==> src/hw/asf_defs.svh <==
// register offsets, field positions and reset values of the alarm block
// assumes: included by bare name from design and testbench files
`ifndef ASF_DEFS_SVH
`define ASF_DEFS_SVH
`define ASF_OFS_LATCHED 8'h62
`define ASF_OFS_RAW 8'h64
`define ASF_OFS_MASK 8'h66
`define ASF_OFS_CONFIG 8'h68
`define ASF_OFS_PINSTATE 8'h6A
`define ASF_BIT_SECSAFE 15
`define ASF_BIT_HWSAFE 14
`define ASF_BIT_PERMFAIL 13
`define ASF_BIT_SFALERT 12
`define ASF_BIT_PFALERT 11
`define ASF_BIT_INITBEGUN 10
`define ASF_BIT_INITDONE 9
`define ASF_BIT_RSVD 8
`define ASF_BIT_FULLLOOP 7
`define ASF_BIT_CHGOFF 6
`define ASF_BIT_DSGOFF 5
`define ASF_BIT_STACKLOW 4
`define ASF_BIT_FUSE 3
`define ASF_BIT_BALANCE 2
`define ASF_BIT_SCAN 1
`define ASF_BIT_WAKE 0
`define ASF_MASK_RESET 16'h0000
`define ASF_CFG_RESET 16'h0000
`define ASF_FXN_ALARM 2'h2
`define ASF_CFG_FXN_LO 0
`define ASF_CFG_CHGPOL 2
`define ASF_CFG_DSGPOL 3
`define ASF_CFG_CHGEN 4
`define ASF_CFG_DSGEN 5
`endif

==> src/hw/asf_pkg.sv <==
// types shared by the alarm block files
// assumes: asf_defs.svh on the include path
package asf_pkg;
  typedef logic [15:0] asf_word_t;
  typedef enum logic [1:0] {
    ASF_PM_NORMAL,
    ASF_PM_SLEEP,
    ASF_PM_DEEPSLEEP,
    ASF_PM_SHUTDOWN
  } asf_power_t;
endpackage : asf_pkg

==> src/hw/asf_fault_pin.sv <==
// one fault-indication pin driver with selectable polarity
// assumes: fault input is synchronous to clk
`timescale 1ns/1ps
`include "asf_defs.svh"
module asf_fault_pin
  import asf_pkg::*;
(
  input wire logic clk,
  input wire logic rst,
  input wire logic enable,
  input wire logic activeHigh,
  input wire logic fault,
  input wire asf_pkg::asf_power_t powerMode,
  output logic pinOut,
  output logic pinOe
);
  typedef struct packed {
    logic out;
    logic oe;
  } asf_pin_state_t;

  asf_pin_state_t st_reg;
  asf_pin_state_t st_next;

  always_comb begin
    st_next = st_reg;
    // asserted level follows polarity; released level is the inverse
    st_next.out = fault ? activeHigh : ~activeHigh; // see RULE20 see RULE21
    // high impedance in shutdown and whenever enable is low
    st_next.oe = enable && (powerMode != ASF_PM_SHUTDOWN); // see RULE22
  end

  always_ff @(posedge clk) begin
    if (rst) begin
      st_reg <= '0;
    end else begin
      st_reg <= st_next;
    end
  end

  assign pinOut = st_reg.out;
  assign pinOe = st_reg.oe;

  property p_pinfollow;
    @(posedge clk) disable iff (rst)
      enable ##1 1'b1 |-> pinOut == ($past(fault) ~^ $past(activeHigh));
  endproperty
  a_pinfollow: assert property (p_pinfollow) else $error("fault pin level wrong"); // see RULE20

  property p_shuthiz;
    @(posedge clk) disable iff (rst)
      powerMode == ASF_PM_SHUTDOWN |=> !pinOe;
  endproperty
  a_shuthiz: assert property (p_shuthiz) else $error("fault pin driven in shutdown"); // see RULE22
endmodule : asf_fault_pin

==> src/hw/asf_alarm.sv <==
// alarm aggregation: raw flags, mask, sticky status, alert and fault pins
// assumes: status inputs come from device logic on clk; fuseSense is a pin
//
// The strobed register port was decided locally.
`timescale 1ns/1ps
`include "asf_defs.svh"
// Summary of operation
// RULE1: bits 15..13 summarise safety and fail groups
// RULE2: bit 12 is masked safety alert
// RULE3: bit 11 is masked permanent-fail alert
// RULE4: bit 10 init begun, 9 done, 8 reserved
// RULE5: bit 7 sets on first full loop
// RULE6: bit 4 stack low, 6/5 FETs off
// RULE7: bit 3 high while fuse driven
// RULE8: bit 2 high while balancing
// RULE9: bit 1 sets on first single scan
// RULE10: bit 0 shows wake from sleep
// RULE11: raw word is live, unlatched
// RULE12: masked rising edge sets sticky bit
// RULE13: scan bits latch on every completion
// RULE14: mask from default, safety, fail masks
// RULE15: alert is OR of sticky bits
// RULE16: write one clears sticky bit
// RULE17: mask word reads current mask
// RULE18: mask writes take effect immediately
// RULE19: fault pins follow charge/discharge disables
// RULE20: fault pin asserts and recovers with fault
// RULE21: fault pin polarity configurable
// RULE22: fault pins hi-Z only in shutdown; the code also releases a pin whenever its config enable bit is low
// RULE23: alarm on alert only in function 0b10
// RULE24: sticky bits hold; reserved reads zero
module asf_alarm
  import asf_pkg::*;
(
  input wire logic clk,
  input wire logic rst,
  input wire logic [7:0] regAddr,
  input wire logic [15:0] regWdata,
  input wire logic regWr,
  input wire logic regRd,
  output logic [15:0] regRdata,
  input wire logic [15:0] secondarySafetyFlags,
  input wire logic [7:0] hwSafetyFlags,
  input wire logic [15:0] permFailFlags,
  input wire logic [23:0] safetyAlertFlags,
  input wire logic [23:0] safetyAlertMask,
  input wire logic [31:0] permFailAlertFlags,
  input wire logic [31:0] permFailAlertMask,
  input wire logic initBegun,
  input wire logic initDone,
  input wire logic fullLoopPulse,
  input wire logic singleScanPulse,
  input wire logic chargeFetOff,
  input wire logic dischargeFetOff,
  input wire logic stackBelowShutdown,
  input wire logic fuseDriveOwn,
  input wire logic fuseSense,
  input wire logic balancingActive,
  input wire logic wokenFromSleep,
  input wire logic chargeDisableFault,
  input wire logic dischargeDisableFault,
  input wire asf_pkg::asf_power_t powerMode,
  input wire logic [1:0] alertPinFunction,
  output logic alertPinState,
  output logic chargeFaultPinOut,
  output logic chargeFaultPinOe,
  output logic dischargeFaultPinOut,
  output logic dischargeFaultPinOe
);
  import asf_pkg::*;

  typedef struct packed {
    logic [1:0] fuseSync;
    logic fullLoopSeen;
    logic scanSeen;
    asf_word_t rawPrev;
    asf_word_t latched;
    asf_word_t mask;
    asf_word_t cfg;
    logic [15:0] rdata;
    logic alert;
  } asf_state_t;

  asf_state_t st_reg;
  asf_state_t st_next;
  asf_word_t rawFlags;
  asf_word_t setEvents;

  // address decode used by the write path; the read path decodes with a case
  function automatic logic hit(input logic [7:0] a, input logic [7:0] ofs);
    hit = (a == ofs);
  endfunction : hit

  always_comb begin
    rawFlags = 16'h0000;
    rawFlags[`ASF_BIT_SECSAFE] = |secondarySafetyFlags; // see RULE1
    rawFlags[`ASF_BIT_HWSAFE] = |hwSafetyFlags; // see RULE1
    rawFlags[`ASF_BIT_PERMFAIL] = |permFailFlags; // see RULE1
    rawFlags[`ASF_BIT_SFALERT] = |(safetyAlertFlags & safetyAlertMask); // see RULE2 see RULE14
    rawFlags[`ASF_BIT_PFALERT] = |(permFailAlertFlags & permFailAlertMask); // see RULE3 see RULE14
    rawFlags[`ASF_BIT_INITBEGUN] = initBegun; // see RULE4
    rawFlags[`ASF_BIT_INITDONE] = initDone; // see RULE4
    rawFlags[`ASF_BIT_RSVD] = 1'b0; // see RULE24
    rawFlags[`ASF_BIT_FULLLOOP] = st_reg.fullLoopSeen; // see RULE5
    rawFlags[`ASF_BIT_CHGOFF] = chargeFetOff; // see RULE6
    rawFlags[`ASF_BIT_DSGOFF] = dischargeFetOff; // see RULE6
    rawFlags[`ASF_BIT_STACKLOW] = stackBelowShutdown; // see RULE6
    // own drive or the external protector seen through the synchroniser
    rawFlags[`ASF_BIT_FUSE] = fuseDriveOwn | st_reg.fuseSync[1]; // see RULE7
    rawFlags[`ASF_BIT_BALANCE] = balancingActive; // see RULE8
    rawFlags[`ASF_BIT_SCAN] = st_reg.scanSeen; // see RULE9
    rawFlags[`ASF_BIT_WAKE] = wokenFromSleep; // see RULE10
  end

  always_comb begin
    // edge detect uses the mask in force now, so mask writes act at once
    setEvents = rawFlags & ~st_reg.rawPrev & st_reg.mask; // see RULE12 see RULE18
    // scan bits never toggle after the first scan, so every completion counts
    setEvents[`ASF_BIT_SCAN] = singleScanPulse & st_reg.mask[`ASF_BIT_SCAN]; // see RULE13
    setEvents[`ASF_BIT_FULLLOOP] = fullLoopPulse & st_reg.mask[`ASF_BIT_FULLLOOP]; // see RULE13
    setEvents[`ASF_BIT_RSVD] = 1'b0;
  end

  always_comb begin
    st_next = st_reg;
    st_next.fuseSync = {st_reg.fuseSync[0], fuseSense};
    st_next.fullLoopSeen = st_reg.fullLoopSeen | fullLoopPulse; // see RULE5
    st_next.scanSeen = st_reg.scanSeen | singleScanPulse; // see RULE9
    st_next.rawPrev = rawFlags;
    st_next.latched = st_reg.latched;
    if (regWr && hit(regAddr, `ASF_OFS_LATCHED)) begin
      st_next.latched = st_reg.latched & ~regWdata; // see RULE16
    end
    // a set in the same cycle as its clear wins, so no event is lost
    st_next.latched = st_next.latched | setEvents; // see RULE12 see RULE24
    if (regWr && hit(regAddr, `ASF_OFS_MASK)) begin
      st_next.mask = regWdata; // see RULE18
    end
    if (regWr && hit(regAddr, `ASF_OFS_CONFIG)) begin
      st_next.cfg = regWdata;
    end
    st_next.rdata = 16'h0000;
    if (regRd) begin
      unique case (regAddr)
        `ASF_OFS_LATCHED: st_next.rdata = st_reg.latched;
        `ASF_OFS_RAW: st_next.rdata = rawFlags; // see RULE11
        `ASF_OFS_MASK: st_next.rdata = st_reg.mask; // see RULE17
        `ASF_OFS_CONFIG: st_next.rdata = st_reg.cfg;
        `ASF_OFS_PINSTATE: st_next.rdata = {15'h0000, st_reg.alert};
        default: st_next.rdata = 16'h0000;
      endcase
    end
    // alarm on the alert pin only in the alarm function setting
    st_next.alert = (alertPinFunction == `ASF_FXN_ALARM) && (|st_next.latched); // see RULE15 see RULE23
  end

  always_ff @(posedge clk) begin
    if (rst) begin
      st_reg <= '0;
      st_reg.mask <= `ASF_MASK_RESET;
      st_reg.cfg <= `ASF_CFG_RESET;
    end else begin
      st_reg <= st_next;
    end
  end

  assign regRdata = st_reg.rdata;
  assign alertPinState = st_reg.alert;

  asf_fault_pin u_chargePin (
    .clk(clk),
    .rst(rst),
    .enable(st_reg.cfg[`ASF_CFG_CHGEN]),
    .activeHigh(st_reg.cfg[`ASF_CFG_CHGPOL]),
    .fault(chargeDisableFault), // see RULE19
    .powerMode(powerMode),
    .pinOut(chargeFaultPinOut),
    .pinOe(chargeFaultPinOe)
  );

  asf_fault_pin u_dischargePin (
    .clk(clk),
    .rst(rst),
    .enable(st_reg.cfg[`ASF_CFG_DSGEN]),
    .activeHigh(st_reg.cfg[`ASF_CFG_DSGPOL]),
    .fault(dischargeDisableFault), // see RULE19
    .powerMode(powerMode),
    .pinOut(dischargeFaultPinOut),
    .pinOe(dischargeFaultPinOe)
  );

  property p_hwsafe;
    @(posedge clk) disable iff (rst)
      (|hwSafetyFlags) |-> rawFlags[`ASF_BIT_HWSAFE];
  endproperty
  a_hwsafe: assert property (p_hwsafe) else $error("safety summary missing"); // see RULE1

  property p_sfalert;
    @(posedge clk) disable iff (rst)
      rawFlags[`ASF_BIT_SFALERT] == |(safetyAlertFlags & safetyAlertMask);
  endproperty
  a_sfalert: assert property (p_sfalert) else $error("masked safety alert wrong"); // see RULE2

  property p_scanstay;
    @(posedge clk) disable iff (rst)
      singleScanPulse |=> rawFlags[`ASF_BIT_SCAN] [*8];
  endproperty
  a_scanstay: assert property (p_scanstay) else $error("scan bit did not stay"); // see RULE9

  property p_edgelatch;
    @(posedge clk) disable iff (rst)
      (!st_reg.rawPrev[`ASF_BIT_WAKE] && wokenFromSleep && st_reg.mask[`ASF_BIT_WAKE])
        |=> st_reg.latched[`ASF_BIT_WAKE];
  endproperty
  a_edgelatch: assert property (p_edgelatch) else $error("wake edge not latched"); // see RULE12

  property p_scanrelatch;
    @(posedge clk) disable iff (rst)
      (singleScanPulse && st_reg.mask[`ASF_BIT_SCAN]) |=> st_reg.latched[`ASF_BIT_SCAN];
  endproperty
  a_scanrelatch: assert property (p_scanrelatch) else $error("scan not relatched"); // see RULE13

  property p_alert;
    @(posedge clk) disable iff (rst)
      (alertPinFunction == `ASF_FXN_ALARM && $stable(alertPinFunction))
        |-> alertPinState == (|st_reg.latched);
  endproperty
  a_alert: assert property (p_alert) else $error("alert not OR of status"); // see RULE15

  property p_w1c;
    @(posedge clk) disable iff (rst)
      (regWr && regAddr == `ASF_OFS_LATCHED)
        |=> (st_reg.latched & ~$past(setEvents)) == ($past(st_reg.latched) & ~$past(regWdata)
          & ~$past(setEvents));
  endproperty
  a_w1c: assert property (p_w1c) else $error("write-one-clear wrong"); // see RULE16

  property p_maskread;
    @(posedge clk) disable iff (rst)
      (regWr && regAddr == `ASF_OFS_MASK) ##1 (regRd && regAddr == `ASF_OFS_MASK)
        |=> regRdata == $past(regWdata, 2);
  endproperty
  a_maskread: assert property (p_maskread) else $error("mask readback wrong"); // see RULE17

  property p_hold;
    @(posedge clk) disable iff (rst)
      (st_reg.latched[`ASF_BIT_WAKE] && !(regWr && regAddr == `ASF_OFS_LATCHED))
        |=> st_reg.latched[`ASF_BIT_WAKE];
  endproperty
  a_hold: assert property (p_hold) else $error("sticky bit dropped"); // see RULE24

  property p_nofxn;
    @(posedge clk) disable iff (rst)
      (alertPinFunction != `ASF_FXN_ALARM) |=> !alertPinState;
  endproperty
  a_nofxn: assert property (p_nofxn) else $error("alert active outside alarm function"); // see RULE23

  property p_secsafe;
    @(posedge clk) disable iff (rst)
      rawFlags[`ASF_BIT_SECSAFE] == (|secondarySafetyFlags);
  endproperty
  a_secsafe: assert property (p_secsafe) else $error("secondary summary wrong"); // see RULE1

  property p_permfail;
    @(posedge clk) disable iff (rst)
      rawFlags[`ASF_BIT_PERMFAIL] == (|permFailFlags);
  endproperty
  a_permfail: assert property (p_permfail) else $error("fail summary wrong"); // see RULE1

  property p_pfalert;
    @(posedge clk) disable iff (rst)
      rawFlags[`ASF_BIT_PFALERT] == (|(permFailAlertFlags & permFailAlertMask));
  endproperty
  a_pfalert: assert property (p_pfalert) else $error("masked fail alert wrong"); // see RULE3

  property p_initbits;
    @(posedge clk) disable iff (rst)
      (rawFlags[`ASF_BIT_INITBEGUN] == initBegun)
        && (rawFlags[`ASF_BIT_INITDONE] == initDone);
  endproperty
  a_initbits: assert property (p_initbits) else $error("init bits wrong"); // see RULE4

  property p_rsvd;
    @(posedge clk) disable iff (rst)
      !rawFlags[`ASF_BIT_RSVD] && !st_reg.latched[`ASF_BIT_RSVD];
  endproperty
  a_rsvd: assert property (p_rsvd) else $error("reserved bit set"); // see RULE24

  property p_fullstay;
    @(posedge clk) disable iff (rst)
      fullLoopPulse |=> rawFlags[`ASF_BIT_FULLLOOP] [*8];
  endproperty
  a_fullstay: assert property (p_fullstay) else $error("full loop bit did not stay"); // see RULE5

  property p_fullrelatch;
    @(posedge clk) disable iff (rst)
      (fullLoopPulse && st_reg.mask[`ASF_BIT_FULLLOOP])
        |=> st_reg.latched[`ASF_BIT_FULLLOOP];
  endproperty
  a_fullrelatch: assert property (p_fullrelatch) else $error("full loop not relatched"); // see RULE13

  property p_fetbits;
    @(posedge clk) disable iff (rst)
      (rawFlags[`ASF_BIT_CHGOFF] == chargeFetOff)
        && (rawFlags[`ASF_BIT_DSGOFF] == dischargeFetOff)
        && (rawFlags[`ASF_BIT_STACKLOW] == stackBelowShutdown);
  endproperty
  a_fetbits: assert property (p_fetbits) else $error("fet or stack bits wrong"); // see RULE6

  // the sensed path lags two cycles through the synchroniser; skip cycles that reset hid
  property p_fuse;
    @(posedge clk) disable iff (rst)
      (fuseDriveOwn || ($past(fuseSense, 2) && !$past(rst, 2)))
        |-> rawFlags[`ASF_BIT_FUSE];
  endproperty
  a_fuse: assert property (p_fuse) else $error("fuse drive not shown"); // see RULE7

  property p_balance;
    @(posedge clk) disable iff (rst)
      rawFlags[`ASF_BIT_BALANCE] == balancingActive;
  endproperty
  a_balance: assert property (p_balance) else $error("balancing bit wrong"); // see RULE8

  property p_wake;
    @(posedge clk) disable iff (rst)
      rawFlags[`ASF_BIT_WAKE] == wokenFromSleep;
  endproperty
  a_wake: assert property (p_wake) else $error("wake bit wrong"); // see RULE10

  property p_maskonly;
    @(posedge clk) disable iff (rst)
      ((st_reg.latched & ~$past(st_reg.latched) & ~$past(st_reg.mask)) == 16'h0000);
  endproperty
  a_maskonly: assert property (p_maskonly) else $error("unmasked bit latched"); // see RULE14

  property p_maskimm;
    @(posedge clk) disable iff (rst)
      (regWr && regAddr == `ASF_OFS_MASK) |=> st_reg.mask == $past(regWdata);
  endproperty
  a_maskimm: assert property (p_maskimm) else $error("mask write not applied"); // see RULE18

  property p_rawread;
    @(posedge clk) disable iff (rst)
      (regRd && regAddr == `ASF_OFS_RAW) |=> regRdata == $past(rawFlags);
  endproperty
  a_rawread: assert property (p_rawread) else $error("raw read not live"); // see RULE11

  property p_alertrise;
    @(posedge clk) disable iff (rst)
      ((|setEvents) && alertPinFunction == `ASF_FXN_ALARM) |=> alertPinState;
  endproperty
  a_alertrise: assert property (p_alertrise) else $error("alert missed a set"); // see RULE15
endmodule : asf_alarm

==> config.mk <==
export PLATFORM = sky130hd
export DESIGN_NAME = asf_alarm
export DESIGN_NICKNAME = d
export VERILOG_FILES = /design/src/hw/asf_pkg.sv /design/src/hw/asf_fault_pin.sv /design/src/hw/asf_alarm.sv
export VERILOG_INCLUDE_DIRS = /design/src /design/src/hw
export SDC_FILE = /design/constraint.sdc
export NUM_CORES = 1
export LEC_CHECK = 0
export BUFFER_PORTS_ARGS = -buffer_cell sky130_fd_sc_hd__buf_2
export CAP_MARGIN = 20
export CORE_MARGIN = 1
export CORE_UTILIZATION = 44
export DETAILED_ROUTE_END_ITERATION = 8
export PLACE_DENSITY = 0.8
export SLEW_MARGIN = 20
export SYNTH_ARGS = -nofsm -noshare
export SYNTH_HDL_FRONTEND = slang
export SYNTH_SLANG_ARGS = --single-unit
==> constraint.sdc <==
create_clock -name clk -period 2 [get_ports clk]
set_input_delay 0.2 -clock clk [delete_from_list [all_inputs] [get_ports clk]]
set_output_delay 0.2 -clock clk [all_outputs]
set_load 0.02 [all_outputs]
# After elaboration in Yosys (flattened, before gate mapping)
# Index checks and enable logic that the tools add are counted.
# word_totals
regBits,89
inputBits,197
out_inout_bits,21
wordCells,54
# classes
n_eq_ne,7
mux,4
bitwise,16
n_reduce_logical,13
# ops
op,count
16-bit one-hot mux with 5 select lines,1
16-bit bitwise AND,3
16-bit OR reduction,3
8-bit by 7-bit equality test with 1-bit output (second input constant),5
32-bit bitwise AND,1
16-bit inverter,2
32-bit OR reduction,1
24-bit bitwise AND,1
24-bit OR reduction,1
16-bit 2-to-1 mux,1
16-bit OR,1
8-bit OR reduction,1
1-bit logical AND,6
1-bit inverter,3
1-bit OR,3
1-bit bitwise AND,2
2-bit equality test (second input constant),1
1-bit 2-to-1 mux,2
2-bit != test (second input constant),1
2-bit OR reduction,1

# Depth between registers and ports, before layout
# Gate-level depths: netlist (run 1).
# depth
depth_word,7
ltp_mapped,8
ltp_nobuf,6

# By module
# From an unflattened synthesis (run 1), not the netlist that was laid out.
# unflattened
hier_cells,452
hier_area_um2,3833.7
# by_module_without_submodules
module,instances,cells_per_inst,area_each_um2,seq_area_each_um2
asf_alarm,1,440,3696.0,1641.6
asf_fault_pin,2,6,68.8,40.0

# Worst setup path before layout (run 1)
# No wires, ideal clock.
# synth_path
path_type,input port to flip-flop
start,input regAddr[3]
end,register st_reg (netlist bit alertPinState)
setup_ps,129
arrival_ps,1617
required_ps,1871
path_slack_ps,254
stages,8
n_path_buf,2
path_cell_list,buf_4 -> nor3b_4 -> and3_1 -> buf_4 -> nand2_2 -> a221o_1 -> a211oi_2 -> a31oi_1
# synth_between
elab_chain_len,6
# synth_lines
element,line_no,text
start: declaration,asf_alarm.sv:37,"input wire logic [7:0] regAddr,"
8-bit by 7-bit equality test with 1-bit output,asf_alarm.sv:91,hit = (a == ofs);
1-bit logical AND,asf_alarm.sv:131,"if (regWr && hit(regAddr, `ASF_OFS_LATCHED)) begin"
16-bit 2-to-1 mux,asf_alarm.sv:131,
16-bit OR,asf_alarm.sv:135,st_next.latched = st_next.latched | setEvents;
16-bit OR reduction,asf_alarm.sv:154,st_next.alert = (alertPinFunction == `ASF_FXN_ALARM) && (|st_next.latched);
1-bit logical AND,asf_alarm.sv:154,
end signal: assignment,asf_alarm.sv:163,st_reg <= st_next;
end: declaration,asf_alarm.sv:84,asf_state_t st_reg;
# No other way between the ends.
# A chain may end at the register's enable or synchronous reset.

# Final worst setup path (run 1)
# layout_path
start,input regAddr[0]
end,register st_reg (netlist bit regRdata[13])
# layout_between
elab_chain_len,2
elab_cells_between_ends,6
cone_classes,5 x eq/ne; 1 x mux
# layout_lines
element,line_no,text
8-bit by 7-bit equality test with 1-bit output,asf_alarm.sv:144,unique case (regAddr)
16-bit one-hot mux with 5 select lines (*),asf_alarm.sv:144,
# Mark *: on every way between the ends. The rest lies on a longest branch, timed or not.

==> run_results.csv, run 1 <==
group,metric,value,unit
status,status,"finished clean",
floorplan,rows,33,
yosys,synth.cell_area,3830,um^2
layout,flip_flop_and_latch_area,1720,um^2
critical_path,worst_ep_required_time,2.27,ns
sta,fmax,646,MHz
worst_hold_path,min_path_cells,2,
critical_path,crit_path_max_fanout,9,
worst_hold_path,holdPathEnd,"st_next[84]",
sta,timing.clock.skew,0.00607,ns
yosys,synth_compound_area_share,21.5,%
place,minimum_setup_slack_after_placement,0.110,ns
floorplan,placeableCoreArea,8340,um^2
sta,finalSetupTns,0,ns
layout,multi_input_comb_area,1840,um^2
run,maxCapViolCount,0,
yosys,post_synth_mux_area_share,0.261,%
place,place.port_buffers,217,
routing,drt_iter0_drc,359,
critical_path,timing.critical_path.slowest_stage_cell,"nor3_2",
sta,hold_violations,0,
sta,setup_ws,0.452,ns
floorplan,die_width,95.3,um
routing,wl,12500,um
layout,area.growth.synth_to_final,34.4,%
clocking,number_of_buffers_created_by_cts,9,
critical_path,cp_common_cell,"buf_4",
critical_path,worstSetupEndpointType,"register",
clocking,hold_buffers,0,
routing,detail_route.vias_per_cell,5.55,
power_and_ir_drop,pwr_density_cell,636,nW/um^2
floorplan,die-height,95.3,um
critical_path,criticalPathCategory,"input pin to register",
yosys,ys_types,47,
layout,largest_register_ff_count,62,
global_routing,global_route_wire_length_before_repair,18700,um
clocking,cts.htree.levels,3,
worst_hold_path,min-delay-path-class,"input pin to register",
clocking,ctsRootBufferMaster,"clkbuf_8",
sta,layout_min_cycle_time,1.55,ns
place,gp_congestion,0.906,
critical_path,rr_endpoint,"alertPinState",
yosys,synth.area.top_cells,"dfxtp_1, a22oi_1, a21oi_1, nand2_1, buf_4",
power_and_ir_drop,total_leakage_power,0.00221,uW
routing,route.detailed.drc,0,
critical_path,rr_startpoint,"st_reg[34]",
clocking,cts-root-to-sink-buffers,2,
yosys,seq_area_frac_synth,44.9,%
sta,maxSlewViolCount,0,
yosys,post_synth_inst_count,456,
floorplan,full_die_area,9090,um^2
yosys,synth-async-reset-ratio,0,%
routing,routed_wire_length_per_instance,16.2,um
power_and_ir_drop,ir_worst_vdd,0.000278,V
worst_hold_path,worstHoldStart,"fuseSense",
clocking,tritoncts_clock_tree,"built",
sta,hold_slack,0.0517,ns
sta,tightestPinTransition,0.756,ns
yosys,synth.yosys.warnings,0,
yosys,ys_seq_elements,86,
yosys,synthesis.nets,653,
sta,post_route_clock_period_utilization,77.4,%
sta,worst_slew_margin_rel,49.6,%
yosys,synthXorXnorAreaFrac,0.457,%
yosys,yosysTopAreaCellShare,44.9,%
yosys,yosysTopAreaCell,"dfxtp_1",
global_routing,grt_start_max_net_pins,70,
critical_path,max_stage_delay,0.35,ns
clocking,cts_repair_resize_count,0,
sta,grt_setup_unrepaired,"no",
clocking,clock_sink_count,86,
yosys,synth_simple_gate_area_share,25.8,%
clocking,clk_latency,0.36,ns
critical_path,crit_chain,"buf_2, and4bb_1, buf_4, nand2_1, nor3_2, buf_4, a22oi_1, a21oi_1",
critical_path,signal_arrival_time_at_the_worst_endpoint,1.82,ns
layout,final_core_util,61.8,%
place,dpl.hpwl,9380,um
critical_path,r2r_setup_slack,0.56,ns
yosys,postSynthAreaPerCell,8.41,um^2
clocking,cts_setup_buffers,0,
global_routing,grt-ovfl-total,0,
yosys,synth_flop_cell,"dfxtp_1",
routing,vias,4282,
clocking,clock_pin_slew_worst_setup_and_hold_paths,0.08,ns
global_routing,antenna_violations_before_repair,0,
layout,share_of_final_layout_standard_cells_stronger_than_drive_strength_1,39.2,%
routing,drt_pass_1_iters,5,
layout,final_nets,858,
yosys,synth-adder-area-share,0,%
global_routing,grt_use_total,27.3,%
critical_path,reg2regPathDepth,6,
layout,antenna_cells_inserted,0,
sta,final-setup-viol-count,0,
floorplan,floorplan.io_pins,218,
floorplan,initial_cell_density_of_the_core,46.0,%
yosys,synth_top_family_by_area,"simple AND/OR/NAND/NOR gates",
critical_path,start_kind,"input pin",
layout,fillCellCount,732,
routing,drtAntennaViolNets,0,
yosys,synth_edf_count,0,
global_routing,grt_pass1_vias,3879,
worst max-delay path: cells and delay by family:
kind / cells / cell delay, ns
AOI/OAI and AO/OA: 2 / 0.29
and+or+nand+nor: 3 / 0.78
buffers and inverters: 3 / 0.55
worst max-delay path by stage:
stage                startpoint  depth (start not counted)            end  slack, ns
6_report             regAddr[0]                          8   regRdata[13]       0.45
5_1_grt        permFailFlags[1]                          6  alertPinState       0.33
4_1_cts              regAddr[0]                          7  alertPinState       0.48
3_5_place_dp         regAddr[0]                          7  alertPinState       0.11
3_3_place_gp   permFailFlags[1]                          6  alertPinState       0.15
2_1_floorplan        regAddr[3]                          8  alertPinState       0.25
cell type report:
class	count	share of cell area [%]
multi-input combinational	322	35.8
sequential	86	33.4
timing repair buffer	237	24.2
tap	105	2.55
clock buffer	9	2.40
clock inverter	7	1.26
inverter	5	0.364
cell usage in the layout (no fill, tap or decap), types with 11 or more instances in the layout:
cell and n:
buf_2 217, dfxtp_1 86, nand2_1 69, a21oi_1 53, a22oi_1 52, nor2_1 36
buf_4 19, nand3_1 18, nand4_1 17, nor2b_1 17, nor4_1 11
Yosys cell counts (2+ instances only):
library cell / number
xor2_1: 2
nand2_1: 69
a22oi_1: 52
or3_1: 2
nor3_2: 2
clkbuf_1: 13
a221oi_1: 3
buf_1: 2
inv_1: 5
buf_2: 7
nor4_1: 11
and2_1: 4
or4_1: 2
nand4_1: 17
nor2b_1: 17
nand2b_1: 2
buf_4: 20
dfxtp_1: 86
a31oi_1: 3
a22o_1: 2
a21oi_1: 53
a21boi_0: 2
nand3_1: 18
nor3b_1: 2
nor2_1: 37
a32o_1: 2
metal layers:
metal	share of wire [%]	routed length [um]	global-route usage, %	up-vias
met5	0	0	0	-
met4	1.8	230	10.1	0
met3	7.0	876	4.39	21
met2	50	6240	46.3	238
met1	41	5150	34.9	1977
li1	-	-	-	2046
logic make-up (layout without fill, tap and decap cells):
logic type      after synthesis  count (layout)
simple gates                194             194
mux                           1               1
xor+xnor                      2               2
compound gates              125             125
flops                        86              86
buf+inv                      48             258
metrics by stage:
stage                     cell area, um^2  total power (uW)  instances
after detailed placement             4960              2140        755
after floorplan                      3830              1890        456
final                                5150              3280        771
after global placement               4960              2130        755
after global routing                 5150              3410        771
after CTS                            5150              3290        771
where the power goes:
part           switching (uW)  total (uW)  internal, uW
sequential               7.18        1740          1730
clock                     610        1180           568
combinational             170         361           191
Note: power is estimated with default switching activity, not from simulation.
==> inputs of run 2 (changes only) <==
--- a/config.mk
+++ b/config.mk
@@ -9,9 +9,9 @@
 export BUFFER_PORTS_ARGS = -buffer_cell sky130_fd_sc_hd__buf_2
 export CAP_MARGIN = 20
 export CORE_MARGIN = 1
-export CORE_UTILIZATION = 44
+export CORE_UTILIZATION = 40
 export DETAILED_ROUTE_END_ITERATION = 8
-export PLACE_DENSITY = 0.8
+export PLACE_DENSITY = 0.77
 export SLEW_MARGIN = 20
 export SYNTH_ARGS = -nofsm -noshare
 export SYNTH_HDL_FRONTEND = slang
==> constraint.sdc (replaced) <==
create_clock -name clk -period 1.25 [get_ports clk]
set_input_delay 0.125 -clock clk [delete_from_list [all_inputs] [get_ports clk]]
set_output_delay 0.125 -clock clk [all_outputs]
set_load 0.02 [all_outputs]
==> run_results.csv, run 2 (same netlist as run 1, synthesis figures left out) <==
group,metric,value,unit
status,status,"finished, violations left",
status,failed_checks,"setup timing",
critical_path,worst_ep_required_time,1.49,ns
layout,largest_register_ff_count,62,
sta,timing.clock.skew,0.00998,ns
global_routing,grt_use_total,25.9,%
sta,hold_violations,0,
floorplan,full_die_area,9980,um^2
layout,share_of_final_layout_standard_cells_stronger_than_drive_strength_1,46.9,%
place,gp_congestion,0.894,
clocking,number_of_buffers_created_by_cts,9,
routing,routed_wire_length_per_instance,16.3,um
routing,drtAntennaViolNets,0,
place,placedCellCount,805,
clocking,cts-root-to-sink-buffers,2,
sta,setup_ws,-0.113,ns
global_routing,grt-ovfl-total,0,
worst_hold_path,worstHoldStart,"chargeDisableFault",
floorplan,die-height,99.9,um
routing,vias,4529,
critical_path,r2r_setup_slack,-0.05,ns
place,place.port_buffers,217,
routing,drt_pass_1_iters,5,
global_routing,grt_pass1_vias,4159,
routing,post_route_m1_wl,5390,um
floorplan,initial_cell_density_of_the_core,41.3,%
critical_path,reg2regPathDepth,6,
critical_path,signal_arrival_time_at_the_worst_endpoint,1.60,ns
power_and_ir_drop,total_leakage_power,0.00252,uW
place,dpl.hpwl,10100,um
critical_path,rr_startpoint,"st_reg[34]",
worst_hold_path,min_path_cells,3,
sta,grt_setup_unrepaired,"yes",
layout,layout.cells.non_filler,831,
clocking,tritoncts_clock_tree,"built",
power_and_ir_drop,pwr_density_cell,979,nW/um^2
critical_path,start_kind,"input pin",
layout,final_nets,894,
sta,final-setup-viol-count,2,
routing,detailroute.wirelength.met3,1010,um
sta,fmax,734,MHz
run,maxCapViolCount,0,
critical_path,criticalPathCategory,"input pin to register",
layout,mostFrequentLayoutCells,"buf_2, dfxtp_1, nand2_1",
global_routing,antenna_violations_before_repair,0,
floorplan,placeableCoreArea,9280,um^2
routing,wl,13500,um
floorplan,die_width,99.9,um
critical_path,crit_path_max_fanout,7,
power_and_ir_drop,ir_worst_vdd,0.000580,V
global_routing,global_route_wire_length_before_repair,20000,um
sta,post_route_clock_period_utilization,109,%
sta,maxSlewViolCount,0,
routing,route.detailed.drc,0,
routing,drt_iter0_drc,298,
sta,layout_min_cycle_time,1.36,ns
clocking,clk_latency,0.36,ns
floorplan,floorplan.io_pins,218,
routing,detail_route.vias_per_cell,5.45,
worst_hold_path,holdPathEnd,"u_chargePin.pinOut",
floorplan,rows,35,
critical_path,worstSetupEndpointType,"register",
layout,antenna_cells_inserted,0,
layout,fillCellCount,805,
worst_hold_path,min-delay-path-class,"input pin to register",
layout,area.growth.synth_to_final,49.9,%
critical_path,rr_endpoint,"alertPinState",
place,minimum_setup_slack_after_placement,-0.525,ns
clocking,cts.htree.levels,3,
clocking,clock_sink_count,86,
clocking,ctsRootBufferMaster,"clkbuf_8",
layout,layout_commonest_cell,"buf_2",
routing,dr_wl_met2,6800,um
clocking,clock_pin_slew_worst_setup_and_hold_paths,0.08,ns
sta,worst_slew_margin_rel,65.0,%
sta,tightestPinTransition,0.525,ns
global_routing,grt_start_max_net_pins,49,
routing,route.top_layer_used,"met4",
## run 2: what timing repair did
action                                  4_1_cts  5_1_grt
gates resized for setup                      13       37
gates cloned                                  0        1
endpoints found under the hold margin         2        0
hold buffers                                  2        0
endpoints found under the setup margin        6       29
setup buffers                                 1        6
pin swaps                                     4       17
## run 2: power breakdown
| part | switching [uW] | internal, uW |
|---|---|---|
| logic | 303 | 351 |
| registers | 12.8 | 2770 |
| clock network | 1040 | 1140 |
## run 2: layer usage
metal	global-route usage, %	up-vias
met2	45.1	276
met3	2.99	29
li1	-	2119
met1	32.8	2105
met4	9.95	0
met5	0	-
## run 2: stage by stage
stage	TNS [ns]	total power [uW]	hold slack, ns	util (%)	instance area [um^2]
after floorplan	-5.75	3040	0.241	-	3940
final	-0.115	5630	0.00793	61.9	5750
after global placement	-16.33	3450	0.352	56.6	5250
after CTS	-0.0776	5610	0.00142	59.7	5550
after global routing	-0.713	5820	0.00686	61.9	5750
after detailed placement	-18.32	3470	0.351	56.6	5250
## run 2: final cells by class
type                       instances  area [um^2]  share of cell area [%]
multi-input combinational        322         2030                    35.3
sequential                        86         1720                    30.0
timing repair buffer             273         1590                    27.7
tap                              129          161                    2.81
clock buffer                      10          128                    2.22
clock inverter                     6         95.1                    1.66
inverter                           5         18.8                   0.327
## run 2: worst max-delay path, cell delays in order
cell      delay, ns
buf_2          0.12
and4bb_2       0.36
buf_4          0.18
nand4_1        0.12
a32oi_1        0.26
nand3_1        0.16
nor4_2         0.17
a31oi_1        0.10
## run 2: how the worst max path moves through the flow
stage	start	endpoint	slack [ns]	depth (start not counted)
finish	regAddr[7]	alertPinState	-0.11	8
global route	regAddr[7]	alertPinState	-0.16	8
CTS	regAddr[7]	alertPinState	-0.08	8
detailed placement	regAddr[7]	alertPinState	-0.53	7
global placement	hwSafetyFlags[5]	alertPinState	-0.46	7
floorplan	regAddr[3]	alertPinState	-0.33	8
